## src/core/hom_pkg.sv

```systemverilog
// Overview of operation
// - A remote wake-up is signalled while the remote wake-up enable bit and the resume-detected flag are both set.
// - The remote wake-up enable bit has no effect on whether hardware interrupts are raised.
// - The remote-wake-connected bit clears on hardware reset and keeps its value across a software reset.
// - A two-bit functional state at bits 7 to 6 codes reset 00, resume 01, operational 10, suspend 11, and entering operational starts frame-start generation 1 ms later.
// - The controller changes the functional state on its own only while it holds suspend; otherwise only driver writes, software reset and hardware reset change it.
// - From suspend the controller may move the functional state to resume after it detects resume signalling on the bus.
// - The register is read with command code 01 and written with command code 81.
// - A software reset forces the functional state to suspend from any state and completes within 10 ms.
// - The onset of frame-start generation is made visible by setting the frame-start flag in the event status register.
package hom_pkg;

   ////////////////////////////////////////////////////////////////////////////////////////////
   // command codes and field layout
   localparam logic [7:0] CMD_READ = 8'h01;
   localparam logic [7:0] CMD_WRITE = 8'h81;
   localparam int RWE_BIT = 10;
   localparam int RWC_BIT = 9;
   localparam int FS_LSB = 6;
   localparam int FS_MSB = 7;
   localparam logic RWE_RESET = 1'b0;
   localparam logic RWC_RESET = 1'b0;
   localparam logic [31:0] RD_RESET = 32'h0000_0000;

   ////////////////////////////////////////////////////////////////////////////////////////////
   // timing
   localparam int CLK_HZ = 25_000_000;
   localparam int SOF_DELAY_MS = 1;
   localparam int SOF_DELAY_CYCLES = (CLK_HZ / 1000) * SOF_DELAY_MS;
   localparam int SOFT_RESET_MAX_MS = 10;
   localparam int SOFT_RESET_MAX_CYCLES = (CLK_HZ / 1000) * SOFT_RESET_MAX_MS;

   ////////////////////////////////////////////////////////////////////////////////////////////
   // types
   typedef enum logic [1:0] {
      state_bus_reset,
      state_bus_resume,
      state_bus_operational,
      state_bus_suspend
   } hom_fs_t;

   // one command from the processor port
   typedef struct packed {
      logic valid;
      logic [7:0] code;
      logic [31:0] data;
   } hom_cmd_t;

   // read answer back to the processor port
   typedef struct packed {
      logic valid;
      logic [31:0] data;
   } hom_rsp_t;

   // state of the mode register block, apart from the frame-start timer held in hom_sof_timer
   typedef struct packed {
      logic remote_wake_enable;
      logic remote_wake_connected;
      hom_fs_t host_functional_state;
      hom_rsp_t rsp;
      logic wakeup;
      logic sof_active;
      logic reset_done;
      logic resume_s1;
      logic resume_s2;
   } hom_state_t;

endpackage

```

## src/core/hom_sof_timer.sv

```systemverilog
`timescale 1ns/1ps
module hom_sof_timer #(
   parameter int DELAY_CYCLES = hom_pkg::SOF_DELAY_CYCLES,
   parameter int CW = $clog2(DELAY_CYCLES + 1)
) (
   input wire logic mclk,
   input wire logic resetn,
   input wire logic ce,
   input wire logic start,
   input wire logic abort,
   output logic fire
);

   typedef struct packed {
      logic [CW-1:0] cnt;
      logic run;
      logic fire;
   } hom_tmr_t;

   localparam logic [CW-1:0] LOAD = CW'(DELAY_CYCLES - 1);

   hom_tmr_t st_q;
   hom_tmr_t st_d;

   ////////////////////////////////////////////////////////////////////////////////////////////
   // countdown from operational entry to the first frame start
   always_comb begin
      st_d = st_q;
      st_d.fire = 1'b0;
      if (start) begin
         st_d.cnt = LOAD;
         st_d.run = 1'b1;
      end else if (abort) begin
         st_d.run = 1'b0;
      end else if (st_q.run) begin
         if (st_q.cnt == '0) begin
            st_d.fire = 1'b1;
            st_d.run = 1'b0;
         end else begin
            st_d.cnt = st_q.cnt - CW'(1);
         end
      end
   end

   // state register, frozen while ce is low
   always_ff @(posedge mclk or negedge resetn) begin
      if (!resetn) begin
         st_q <= '0;
      end else if (ce) begin
         st_q <= st_d;
      end
   end

   assign fire = st_q.fire;

endmodule

```

## src/core/hom_top.sv

```systemverilog
`timescale 1ns/1ps
module hom_top #(
   parameter int SOF_DELAY_CYCLES = hom_pkg::SOF_DELAY_CYCLES
) (
   input wire logic mclk,
   input wire logic resetn,
   input wire logic ce,
   // processor port command, same clock
   input hom_pkg::hom_cmd_t cmd,
   // read answer
   output hom_pkg::hom_rsp_t rsp,
   // software reset command from the command register, one-cycle pulse
   input wire logic host_soft_reset_cmd,
   // resume-detected flag of the event status register, same clock
   input wire logic resume_detected_flag,
   // resume signalling seen on the bus, asynchronous pin
   input wire logic bus_resume_pin,
   output logic remote_wake_enable,
   output logic remote_wake_connected,
   output hom_pkg::hom_fs_t host_functional_state,
   output logic remote_wakeup,
   output logic sof_active,
   output logic frame_start_set,
   output logic soft_reset_done
);

   hom_pkg::hom_state_t st_q;
   hom_pkg::hom_state_t st_d;

   logic is_read;
   logic is_write;
   logic sof_start;
   logic sof_abort;
   logic sof_fire;

   ////////////////////////////////////////////////////////////////////////////////////////////
   // register image as read by the driver
   function automatic logic [31:0] pack_reg(input hom_pkg::hom_state_t s);
      logic [31:0] r;
      r = 32'h0000_0000;
      r[hom_pkg::RWE_BIT] = s.remote_wake_enable;
      r[hom_pkg::RWC_BIT] = s.remote_wake_connected;
      r[hom_pkg::FS_MSB:hom_pkg::FS_LSB] = s.host_functional_state;
      return r;
   endfunction

   ////////////////////////////////////////////////////////////////////////////////////////////
   // command decode
   assign is_read = cmd.valid && (cmd.code == hom_pkg::CMD_READ);
   assign is_write = cmd.valid && (cmd.code == hom_pkg::CMD_WRITE);

   ////////////////////////////////////////////////////////////////////////////////////////////
   // next state
   always_comb begin
      st_d = st_q;
      st_d.rsp.valid = 1'b0;
      st_d.reset_done = 1'b0;

      // two-flop synchroniser for the bus resume pin
      st_d.resume_s1 = bus_resume_pin;
      st_d.resume_s2 = st_q.resume_s1;

      // read answers with the value held before this cycle
      if (is_read) begin
         st_d.rsp.valid = 1'b1;
         st_d.rsp.data = pack_reg(st_q);
      end

      // hardware move out of suspend on resume signalling
      if ((st_q.host_functional_state == hom_pkg::state_bus_suspend)
          && st_q.resume_s2) begin
         st_d.host_functional_state = hom_pkg::state_bus_resume;
      end

      // driver write; only path that touches the wake enable bit
      if (is_write) begin
         st_d.remote_wake_enable = cmd.data[hom_pkg::RWE_BIT];
         st_d.remote_wake_connected = cmd.data[hom_pkg::RWC_BIT];
         st_d.host_functional_state =
            hom_pkg::hom_fs_t'(cmd.data[hom_pkg::FS_MSB:hom_pkg::FS_LSB]);
      end

      // software reset: suspend, connected bit kept, done next cycle
      if (host_soft_reset_cmd) begin
         st_d.host_functional_state = hom_pkg::state_bus_suspend;
         st_d.remote_wake_connected = st_q.remote_wake_connected;
         st_d.reset_done = 1'b1;
      end

      // remote wake-up request; interrupt path never looks at this
      st_d.wakeup = st_q.remote_wake_enable && resume_detected_flag;

      // frame start generation follows operational state
      if (sof_fire) begin
         st_d.sof_active = 1'b1;
      end
      if (st_d.host_functional_state != hom_pkg::state_bus_operational) begin
         st_d.sof_active = 1'b0;
      end
   end

   ////////////////////////////////////////////////////////////////////////////////////////////
   // operational entry and exit drive the start timer
   assign sof_start = ce
      && (st_d.host_functional_state == hom_pkg::state_bus_operational)
      && (st_q.host_functional_state != hom_pkg::state_bus_operational);
   assign sof_abort = ce
      && (st_d.host_functional_state != hom_pkg::state_bus_operational);

   hom_sof_timer #(
      .DELAY_CYCLES(SOF_DELAY_CYCLES)
   ) u_sof_timer (
      .mclk(mclk),
      .resetn(resetn),
      .ce(ce),
      .start(sof_start),
      .abort(sof_abort),
      .fire(sof_fire)
   );

   ////////////////////////////////////////////////////////////////////////////////////////////
   // state register, frozen while ce is low
   always_ff @(posedge mclk or negedge resetn) begin
      if (!resetn) begin
         st_q.remote_wake_enable <= hom_pkg::RWE_RESET;
         st_q.remote_wake_connected <= hom_pkg::RWC_RESET;
         st_q.host_functional_state <= hom_pkg::state_bus_reset;
         st_q.rsp.valid <= 1'b0;
         st_q.rsp.data <= hom_pkg::RD_RESET;
         st_q.wakeup <= 1'b0;
         st_q.sof_active <= 1'b0;
         st_q.reset_done <= 1'b0;
         st_q.resume_s1 <= 1'b0;
         st_q.resume_s2 <= 1'b0;
      end else if (ce) begin
         st_q <= st_d;
      end
   end

   ////////////////////////////////////////////////////////////////////////////////////////////
   // outputs straight from flops
   assign rsp = st_q.rsp;
   assign remote_wake_enable = st_q.remote_wake_enable;
   assign remote_wake_connected = st_q.remote_wake_connected;
   assign host_functional_state = st_q.host_functional_state;
   assign remote_wakeup = st_q.wakeup;
   assign sof_active = st_q.sof_active;
   assign frame_start_set = sof_fire; // timer flop, one-cycle pulse
   assign soft_reset_done = st_q.reset_done;

endmodule

```

## config.mk

```make
export PLATFORM = sky130hd
export DESIGN_NAME = hom_top
export DESIGN_NICKNAME = d
export VERILOG_FILES = /design/src/core/hom_pkg.sv /design/src/core/hom_sof_timer.sv /design/src/core/hom_top.sv
export SDC_FILE = /design/constraint.sdc
export NUM_CORES = 1
export LEC_CHECK = 0
export BUFFER_PORTS_ARGS = -buffer_cell sky130_fd_sc_hd__buf_2
export CORE_UTILIZATION = 32
export DETAILED_ROUTE_END_ITERATION = 8
export PLACE_DENSITY = 0.64
export SLEW_MARGIN = 15
export SYNTH_ARGS = -nofsm -noshare
export SYNTH_HDL_FRONTEND = slang
export SYNTH_HIERARCHICAL = 1
export SYNTH_SLANG_ARGS = --single-unit
export TNS_END_PERCENT = 50
```

## constraint.sdc

```tcl
create_clock -name mclk -period 5.84 [get_ports mclk]
set_clock_uncertainty 0.2 [all_clocks]
set_input_delay 0.584 -clock mclk [delete_from_list [all_inputs] [get_ports mclk]]
set_output_delay 0.584 -clock mclk [all_outputs]
set_load 0.02 [all_outputs]
```

Word level (Yosys, flattened, before mapping)
Cells that the tools add are included.
{ "totals": {"memories": 0, "out_inout_bits": 41, "ram_bits": 0, "wordCells": 53, "reg_bits": 31, "mem_bits_ro": 0, "latchBits": 0} }
{ "op_classes": {"n_reduce_logical": 15, "n_addsub": 1, "order_cmp": 0, "shifts": 0, "eq_ne": 8, "multipliers": 0, "bitwise": 1, "div_mod_pow": 0, "n_mux": 15} }
{ "ops": {"columns": ["cell", "count"], "rows": [
  ["$mux W33", 1],
  ["$mux W15", 2],
  ["$mux W17", 1],
  ["$mux W16", 1],
  ["$logic_not A15 Y1", 1],
  ["$sub A15 B1 Y15 const B", 1],
  ["$eq A8 B1 Y1 const B", 1],
  ["$eq A8 B8 Y1 const B", 1],
  ["$mux W2", 4],
  ["$ne A2 B2 Y1 const B", 4],
  ["$logic_and A1 B1 Y1", 7],
  ["$mux W1", 6],
  ["$reduce_and A2 Y1", 3],
  ["$eq A2 B2 Y1 const B", 2],
  ["$reduce_and A4 Y1", 1],
  ["$reduce_bool A2 Y1", 2],
  ["$reduce_and A3 Y1", 1],
  ["$not A1 Y1", 1]
]} }

Depth between registers and ports, before layout
Gate-level depths: netlist (run 1).
{ "logic_depth": {"word_depth": 10, "ltp_mapped": 9, "mapped_depth_nobuf": 7} }

Hierarchy
The synthesis (run 1) kept the hierarchy.
{ "modules_own_cells": {"columns": ["module", "n_inst", "cells_each", "seq_area_each_um2", "area_per_inst_um2"], "rows": [
  ["hom_sof_timer", 1, 107, 425.4, 1016.0],
  ["hom_top", 1, 90, 350.3, 967.2]
]} }

Worst setup path before layout (run 1)
OpenSTA, ideal clock, no wires.
{ "synth_timing": {"path_type": "input to register", "startpoint": "in cmd[37] in the netlist's numbering", "endpoint": "reg u_sof_timer/st_q[4] in the netlist's numbering", "required_ns": 5.519, "path_buffers": 0, "slack_ns": 3.217, "setup_ns": 0.121, "arrival_ns": 2.302, "path_stages": 7, "path_cell_list": "nor4b_4 a311oi_1 a31o_2 nand3b_1 nor2_1 nand3_1 a22o_1"} }
{ "synth_lines": {"columns": ["item", "line", "rtl"], "rows": [
  ["start, declared", "hom_top.sv:9", "input hom_pkg::hom_cmd_t cmd,"],
  ["$eq A8 B8 Y1", "hom_top.sv:50", "assign is_write = cmd.valid && (cmd.code == hom_pkg::CMD_WRITE);"],
  ["$logic_and A1 B1 Y1", "hom_top.sv:50", null],
  ["$mux W2", "hom_top.sv:76", "if (is_write) begin"],
  ["$mux W2", "hom_top.sv:84", "if (host_soft_reset_cmd) begin"],
  ["$ne A2 B2 Y1", "hom_top.sv:108", "&& (st_d.host_functional_state != hom_pkg::state_bus_operational);"],
  ["$logic_and A1 B1 Y1", "hom_top.sv:108", null],
  ["via sof_abort", "hom_top.sv:33", "logic sof_abort;"],
  ["$ne A2 B2 Y1 (no line)", null, null],
  ["$reduce_and A4 Y1 (no line)", null, null],
  ["end signal, assigned", "hom_sof_timer.sv:50", "st_q <= st_d;"],
  ["end, declared", "hom_sof_timer.sv:22", "hom_tmr_t st_q;"]
]} }
The timed path passes the listed nets, and every way through them passes these cells.
A chain may end at the register's enable or synchronous reset.

Worst setup path in the final report (run 1)
{ "layout_timing": {"startpoint": "in cmd[33] in the netlist's numbering", "endpoint": "reg u_sof_timer/st_q[13] in the netlist's numbering"} }
{ "layout_via": {"elab_chain_len": 9} }
{ "layout_lines": {"columns": ["item", "line", "rtl"], "rows": [
  ["$eq A8 B8 Y1 *", "hom_top.sv:50", null],
  ["$logic_and A1 B1 Y1 *", "hom_top.sv:50", null],
  ["$mux W2 *", "hom_top.sv:76", null],
  ["$mux W2 *", "hom_top.sv:84", null],
  ["$eq A2 B2 Y1 *", "hom_top.sv:105", "&& (st_d.host_functional_state == hom_pkg::state_bus_operational)"],
  ["$logic_and A1 B1 Y1 *", "hom_top.sv:105", null],
  ["$logic_and A1 B1 Y1 *", "hom_top.sv:106", "&& (st_q.host_functional_state != hom_pkg::state_bus_operational);"],
  ["via sof_start", "hom_top.sv:32", "logic sof_start;"],
  ["$ne A2 B2 Y1 (no line) / $reduce_bool A2 Y1 (equally long branches)", null, null],
  ["$reduce_and A4 Y1 (no line)", null, null]
]} }
Mark *: on every way through the listed nets, which the timed path passes. The rest lies on a longest branch.

==> impl_metrics.ini, run 1 <==
[grt]
track_usage = 0.132
grt_pass1_vias = 1370
grt_max_degree = 32
antenna_found_initial = 0
grt_pass1_wl_um = 6520
gr-total-overflow = 0

[die]
coreArea_um2 = 5960
fp-row-count = 28
chipWidth_um = 80.7
die_h_um = 80.7
fp.dieArea_um2 = 6520
initial_core_util = 0.333
ios = 88

[worst_setup_path]
worstPathMaxFanout = 15
critical_path_arrival_ns = 3.02
timing.rr.start = host_functional_state[0]
ff2ff_setup_slack_ns = 3.33
worstPathRequired_ns = 5.81
r2r_cells = 7
end_kind = flip-flop
timing.rr.end = u_sof_timer/st_q[4]
start_kind = input port
worstSetupPathType = in -> reg

[yosys]
synth_common_cells = buf_4 (35), dfrtp_1 (31), inv_1 (10)
synth_seq_cells = 31
seq_area_frac_synth = 0.391
yosysTopAreaCellShare = 0.391
yosysTopAreaCell = dfrtp_1
synth.most_common_cell = buf_4
synth_area_per_cell_um2 = 10.1
ys.warnings.count = 6
synth_cell_type_count = 53
ys.flop_type = dfrtp_1
synthArstFlopShare = 1.00
netlist_instances = 197
synth_area_leaders = dfrtp_1 (39%), buf_4 (13%), mux2_2 (4.0%)
synth_edf_count = 0
syn_area_um2 = 1980

[routing]
ant_nets = 0
finalWirelength_um = 3830
drtIter0Drc = 85
wl_met3_um = 157
via_count = 1452
wl_per_cell_um = 12.8
top_layer = met4
drc = 0
met1_length_um = 1790
wl_met2_um = 1800
routed_via_density = 4.87
drtPass1Iterations = 4

[clocking]
post-cts-setup-buffers = 0
ctsResizeCount = 0
hold_buffers = 0
clock-sinks = 31
cts_max_level = 2
root_buffer = clkbuf_8
clock_path_buffers = 2
tritoncts = built
cts.clk_slew.worst_paths_ns = 0.07
cts_buffers = 5
clk_latency_ns = 0.29

[power_and_ir_drop]
total_power_mw = 0.555
leakage_nw = 1.06
vdd_drop_max_mv = 0.0949
cellPowerDensity_nw_per_um2 = 256

[placed_design]
placed_area_um2 = 2050
post-place-cells = 290
gp_congestion = 0.782
io_buffers = 31
dp_hpwl_um = 2740

[cells_and_area]
final_util = 0.363
final_area_um2 = 2160
nets = 270
fin_cells = 298
drive_gt1_frac = 0.274
insertedDiodeCount = 0
area_growth_pct = 9.15

[sta]
drv_slew = 0
fmax_ghz = 0.329
relSlewSlack = 0.405
tns_ns = 0
layout_min_cycle_time_ns = 3.04
worst_pin_slew_ns = 0.888
final_hold_viol_count = 0
fin_crit_sh = 0.521
setup-violations-final = 0
rsz0062_at_grt = false

[hold_path]
min_path_type = in -> async

[job]
max-cap-violations = 0

[run_status]
status = complete, no violations
==> flip-flops by register name (all words and copies together) (netlist names) <==
| name | flops |
|---|---|
| remote_wake_connected | 1 |
| st_q | 1 |
| u_sof_timer/st_q | 16 |
| remote_wake_enable | 1 |
| host_functional_state | 2 |
| rsp | 5 |
| sof_active | 1 |
| soft_reset_done | 1 |
| remote_wakeup | 1 |
| u_sof_timer/fire | 1 |
| st_d | 1 |
==> kinds of logic after synthesis <==
| kind of cell | after synthesis | share of synthesized area |
|---|---|---|
| other cells | 1 | 0.00189 |
| compound gates | 43 | 0.154 |
| simple gates | 58 | 0.208 |
| fa+ha+maj | 1 | 0.00631 |
| buf+inv | 50 | 0.166 |
| mux | 13 | 0.0732 |
| flops | 31 | 0.391 |
==> worst max-delay path, stage by stage <==
cell and delay, ns:
buf_2 0.11, nor4b_4 0.49, nand4_1 0.18, nor3_2 0.77, nand2_1 0.32, o21a_4 0.26, a211o_1 0.29
==> per-stage QoR <==
stage | hold slack (ns) | worst slack (ns)
after global routing | 0.187 | 2.53
after detailed placement | 0.282 | 2.49
final | 0.125 | 2.80
after CTS | 0.160 | 2.79
after floorplan | 0.0884 | 3.22
after global placement | 0.283 | 2.51
==> area by class of cell <==
| cell class | instances | area [µm²] |
|---|---|---|
| fill | 604 | 3790 |
| multi-input combinational | 143 | 985 |
| sequential | 31 | 776 |
| timing repair buffer | 31 | 155 |
| tap | 75 | 93.8 |
| clock buffer | 6 | 82.6 |
| inverter | 10 | 37.5 |
| clock inverter | 2 | 35.0 |
==> where the power goes <==
part / internal [mW] / switching [mW] / total [mW]
combinational: 0.0333 / 0.0509 / 0.0842
sequential: 0.230 / 0.0186 / 0.249
clock: 0.138 / 0.0835 / 0.221
total: 0.401 / 0.153 / 0.555
==> metal layers <==
metal | vias up | GRT usage
li1 | 710 | -
met1 | 700 | 0.163
met2 | 36 | 0.209
met3 | 6 | 0.0341
met4 | 0 | 0.0732
met5 | - | 0
==> cell usage in the layout, fill, tap and decap left out, drive strengths merged, types with 2 or more instances in the layout <==
| master | instances |
|---|---|
| a211o | 2 |
| a21o | 2 |
| a21oi | 8 |
| a311oi | 4 |
| a31o | 2 |
| a31oi | 4 |
| and4 | 2 |
| buf | 31 |
| clkbuf | 6 |
| conb | 28 |
| dfrtp | 31 |
| inv | 10 |
| mux2 | 9 |
| mux2i | 4 |
| nand2 | 4 |
| nand3 | 6 |
| nand4 | 5 |
| nor2 | 9 |
| nor2b | 3 |
| nor3 | 8 |
| nor3b | 3 |
| nor4 | 5 |
| nor4b | 4 |
| o21a | 4 |
| o21ai | 8 |
| o22a | 2 |
| or2 | 2 |
==> worst max-delay path by stage <==
stage | from | end | slack [ns] | depth (start not counted)
finish | cmd[33] | u_sof_timer/st_q[13] | 2.80 | 7
global route | cmd[33] | u_sof_timer/st_q[5] | 2.53 | 7
CTS | cmd[37] | u_sof_timer/st_q[13] | 2.79 | 7
detailed placement | cmd[33] | u_sof_timer/st_q[13] | 2.49 | 7
global placement | cmd[33] | u_sof_timer/st_q[13] | 2.51 | 7
floorplan | cmd[37] | u_sof_timer/st_q[4] | 3.22 | 7
No activity file was read; power rests on OpenSTA's default activity.
==> run 2, diff against run 1 <==
--- a/config.mk
+++ b/config.mk
@@ -8,7 +8,7 @@
 export BUFFER_PORTS_ARGS = -buffer_cell sky130_fd_sc_hd__buf_2
 export CORE_UTILIZATION = 32
 export DETAILED_ROUTE_END_ITERATION = 8
-export PLACE_DENSITY = 0.64
+export PLACE_DENSITY = 0.66
 export SLEW_MARGIN = 15
 export SYNTH_ARGS = -nofsm -noshare
 export SYNTH_HDL_FRONTEND = slang
==> constraint.sdc (replaced) <==
create_clock -name mclk -period 2.5 [get_ports mclk]
set_clock_uncertainty 0.2 [all_clocks]
set_input_delay 0.25 -clock mclk [delete_from_list [all_inputs] [get_ports mclk]]
set_output_delay 0.25 -clock mclk [all_outputs]
set_load 0.02 [all_outputs]
==> impl_metrics.ini, run 2 (synthesis results as in run 1) <==
[die]
chipWidth_um = 80.7
ios = 88
initial_core_util = 0.333
coreArea_um2 = 5960
fp.dieArea_um2 = 6520
die_h_um = 80.7
fp-row-count = 28

[clocking]
cts.clk_slew.worst_paths_ns = 0.07
root_buffer = clkbuf_8
post-cts-setup-buffers = 0
tritoncts = built
cts_max_level = 2
ctsResizeCount = 0
clock_path_buffers = 2
clk_latency_ns = 0.29
cts_buffers = 5
hold_buffers = 4
clock-sinks = 31

[hold_path]
min_path_type = in -> reg

[grt]
track_usage = 0.139
grt_pass1_vias = 1493
grt_pass1_wl_um = 6860
gr-total-overflow = 0
grt_max_degree = 32
antenna_found_initial = 0

[run_status]
status = complete, no violations

[sta]
drv_slew = 0
tns_ns = 0
rsz0062_at_grt = false
final_hold_viol_count = 0
setup-violations-final = 0
layout_min_cycle_time_ns = 2.35
fin_crit_sh = 0.939
fmax_ghz = 0.426
relSlewSlack = 0.535
worst_pin_slew_ns = 0.698

[cells_and_area]
area_growth_pct = 16.2
reg_top3 = u_sof_timer/st_q: 16 flops, rsp: 5 flops, host_functional_state: 2 flops
regArea_um2 = 776
nets = 286
final_cell_mix = dfrtp_1 (31), buf_2 (31), conb_1 (28)
fin_cells = 314
largest-register = u_sof_timer/st_q
multi_input_area_um2 = 980
n_fill_cell = 603
insertedDiodeCount = 0
drive_gt1_frac = 0.297
largest_register_ffs = 16

[routing]
wl_per_cell_um = 12.8
routed_via_density = 4.82
ant_nets = 0
via_count = 1514
drc = 0
drtIter0Drc = 91
finalWirelength_um = 4000
drtPass1Iterations = 4

[placed_design]
post-place-cells = 302
io_buffers = 31
gp_congestion = 0.807
dp_hpwl_um = 2920

[worst_setup_path]
ff2ff_setup_slack_ns = 0.15
worstPathRequired_ns = 2.47
worstSetupPathType = reg -> reg
worstPathMaxFanout = 9
start_kind = flip-flop
end_kind = flip-flop
critical_path_arrival_ns = 2.31

[power_and_ir_drop]
cellPowerDensity_nw_per_um2 = 601
leakage_nw = 1.14
vdd_drop_max_mv = 0.225

[job]
max-cap-violations = 0
==> run 2: cell count changes in the layout (fill, tap and decap cells not counted), sizes merged <==
cell / previous run / this run
buf: 31 / 43
bufinv: 1 / 2
clkinv: 1 / 0
dlygate4sd3: 0 / 4
==> run 2: report_power, final <==
part | total, mW | internal, mW | switching (mW) | leakage (nW)
clock | 0.593 | 0.398 | 0.194 | 0.0654
sequential | 0.581 | 0.538 | 0.0435 | 0.393
combinational | 0.211 | 0.0891 | 0.122 | 0.678
==> run 2: worst paths after layout <==
path | endpoint | cells after the start | from
min in group asynchronous | remote_wake_connected | 2 | resetn
hold / removal | u_sof_timer/st_q[1] | 2 | ce
setup reg to reg | u_sof_timer/st_q[15] | 6 | u_sof_timer/st_q[2]
max in group asynchronous | u_sof_timer/st_q[7] | 2 | resetn
setup / recovery | u_sof_timer/st_q[15] | 6 | u_sof_timer/st_q[2]
hold reg to reg | rsp[6] | 1 | rsp[6]
==> run 2: routing by layer <==
metal	wire, µm	part of all wire	GRT usage
met4	65	0.016	0.0768
met5	0	0	0
met2	2020	0.50	0.242
met1	1810	0.45	0.165
met3	111	0.028	0.0193
==> run 2: cell type report <==
class / count / share of cell area
Clock inverter: 2 / 0.0261
Inverter: 10 / 0.0163
Tap cell: 75 / 0.0407
Multi-Input combinational cell: 143 / 0.425
Timing Repair Buffer: 47 / 0.124
Sequential cell: 31 / 0.337
Clock buffer: 6 / 0.0315
==> run 2: worst max-delay path: stages (launching register included) <==
cell	delay [ns]
dfrtp_1	0.44
inv_1	0.08
ha_1	0.20
nor3b_1	0.41
and4_1	0.49
o21ai_2	0.19
o22a_1	0.23
==> run 2: through the flow <==
step | hold WS, ns | utilization | total power [mW] | setup WS (ns) | cell area (µm²)
5_1_grt | 0.0383 | 0.387 | 1.44 | 0.0209 | 2300
3_3_place_gp | 0.143 | 0.358 | 0.791 | 0.185 | 2130
4_1_cts | 0.0161 | 0.387 | 1.40 | 0.174 | 2300
6_report | 0.0214 | 0.387 | 1.38 | 0.153 | 2300
3_5_place_dp | 0.142 | 0.358 | 0.798 | 0.137 | 2130
2_1_floorplan | -0.246 | - | 0.766 | 0.211 | 2080
==> run 3, diff against run 2 <==
--- a/config.mk
+++ b/config.mk
@@ -8,7 +8,7 @@
 export BUFFER_PORTS_ARGS = -buffer_cell sky130_fd_sc_hd__buf_2
 export CORE_UTILIZATION = 32
 export DETAILED_ROUTE_END_ITERATION = 8
-export PLACE_DENSITY = 0.66
+export PLACE_DENSITY = 0.71
 export SLEW_MARGIN = 15
 export SYNTH_ARGS = -nofsm -noshare
 export SYNTH_HDL_FRONTEND = slang
==> impl_metrics.ini, run 3 (synthesis results as in run 1) <==
[run_status]
status = complete, no violations

[die]
chipWidth_um = 80.7
fp.dieArea_um2 = 6520
fp-row-count = 28
initial_core_util = 0.333
coreArea_um2 = 5960
die_h_um = 80.7
ios = 88

[placed_design]
dp_hpwl_um = 2880
placed_area_um2 = 2120
gp_congestion = 0.821
io_buffers = 31

[sta]
fmax_ghz = 0.427
fin_crit_sh = 0.936
layout_min_cycle_time_ns = 2.34
rsz0062_at_grt = false
relSlewSlack = 0.530
final_hold_viol_count = 0
worst_pin_slew_ns = 0.705
tns_ns = 0
drv_slew = 0
setup-violations-final = 0

[cells_and_area]
area_growth_pct = 15.3
final_area_um2 = 2290
largest_register_ffs = 16
drive_gt1_frac = 0.298
nets = 285
insertedDiodeCount = 0
reg_top3 = u_sof_timer/st_q: 16 flops, rsp: 5 flops, host_functional_state: 2 flops
largest-register = u_sof_timer/st_q
final_cell_mix = dfrtp_1 (31), buf_2 (31), conb_1 (28)

[routing]
ant_nets = 0
wl_per_cell_um = 12.7
drtIter0Drc = 102
drtPass1Iterations = 6
finalWirelength_um = 3970
via_count = 1520
routed_via_density = 4.86
drc = 0

[clocking]
root_buffer = clkbuf_8
post-cts-setup-buffers = 0
cts_buffers = 5
tritoncts = built
clock_path_buffers = 2
cts_max_level = 2
clock-sinks = 31
clk_latency_ns = 0.29
cts.clk_slew.worst_paths_ns = 0.07

[worst_setup_path]
ff2ff_setup_slack_ns = 0.16
timing.rr.end = u_sof_timer/st_q[13]
critical_path_arrival_ns = 2.31
end_kind = flip-flop
timing.rr.start = host_functional_state[1]
cp-startpoint = host_functional_state[1]
r2r_cells = 7
worstSetupPathType = reg -> reg
crit_end = u_sof_timer/st_q[13]
start_kind = flip-flop
worstPathMaxFanout = 6
worstPathRequired_ns = 2.47

[hold_path]
hold_depth = 3
hold_start = cmd[7]
min_path_type = in -> reg

[grt]
antenna_found_initial = 0
grt_pass1_vias = 1409
gr-total-overflow = 0
grt_max_degree = 32
track_usage = 0.138
grt_pass1_wl_um = 6780

[power_and_ir_drop]
clockPowerShare = 0.395
p_sw_mw = 0.357
vdd_drop_max_mv = 0.211
seq_power_share = 0.446
total_power_mw = 1.30
leakage_nw = 1.13
power_frac_comb = 0.158
p_int_mw = 0.945
power.share.switching = 0.274
cellPowerDensity_nw_per_um2 = 569

[job]
max-cap-violations = 0
## run 3: worst max-delay path, stage by stage, from the launching register on
cell and delay, ns:
dfrtp_1 0.42, nor3b_1 0.15, a311oi_1 0.35, a31o_2 0.16, nand3b_1 0.20, or2_0 0.37, nor3_1 0.11, a211o_1 0.27
## run 3: stage by stage
stage,cells,hold slack (ns),utilization,setup slack [ns]
after floorplan,224,-0.246,-,0.211
after global placement,300,0.138,0.355,0.135
after detailed placement,300,0.148,0.355,0.0971
after CTS,313,0.0495,0.384,0.163
after global routing,313,0.0966,0.384,0.0394
final,313,0.0650,0.384,0.160
## run 3: power groups by stage
stage	registers [mW]	clock network, mW	logic, mW
2_1_floorplan	0.583	0	0.183
3_3_place_gp	0.588	0	0.195
3_5_place_dp	0.591	0	0.200
4_1_cts	0.581	0.532	0.206
5_1_grt	0.588	0.553	0.229
6_report	0.581	0.515	0.206
## run 3: worst min-delay path by stage
| stage | to | slack (ns) |
|---|---|---|
| after floorplan | host_functional_state[0] | -0.25 |
| after global placement | host_functional_state[0] | 0.14 |
| after detailed placement | rsp[9] | 0.15 |
| after CTS | host_functional_state[1] | 0.05 |
| after global routing | host_functional_state[1] | 0.1 |
| final | host_functional_state[1] | 0.06 |
## run 3: metal layers
layer  track usage  routed length (µm)  vias up
met5             0                   0        -
met4        0.0696                  75        0
met3        0.0318                 208       10
met2         0.211                1810       45
met1         0.181                1880      730
li1              -                   -      735
## run 3: area by class of cell
| cell class | count | area [µm²] |
|---|---|---|
| clock inverters | 2 | 35.0 |
| inverters | 10 | 37.5 |
| clock buffers | 6 | 82.6 |
| repair buffers | 46 | 280 |
| flip-flops and latches | 31 | 776 |
| fillers | 595 | 3670 |
| well taps | 75 | 93.8 |
| multi-input cells | 143 | 981 |
## run 3: repair_timing
action | CTS | global route
hold buffers | 5 | 0
gates resized for setup | 0 | 1
setup endpoints to repair | 0 | 2
hold endpoints to repair | 35 | 0
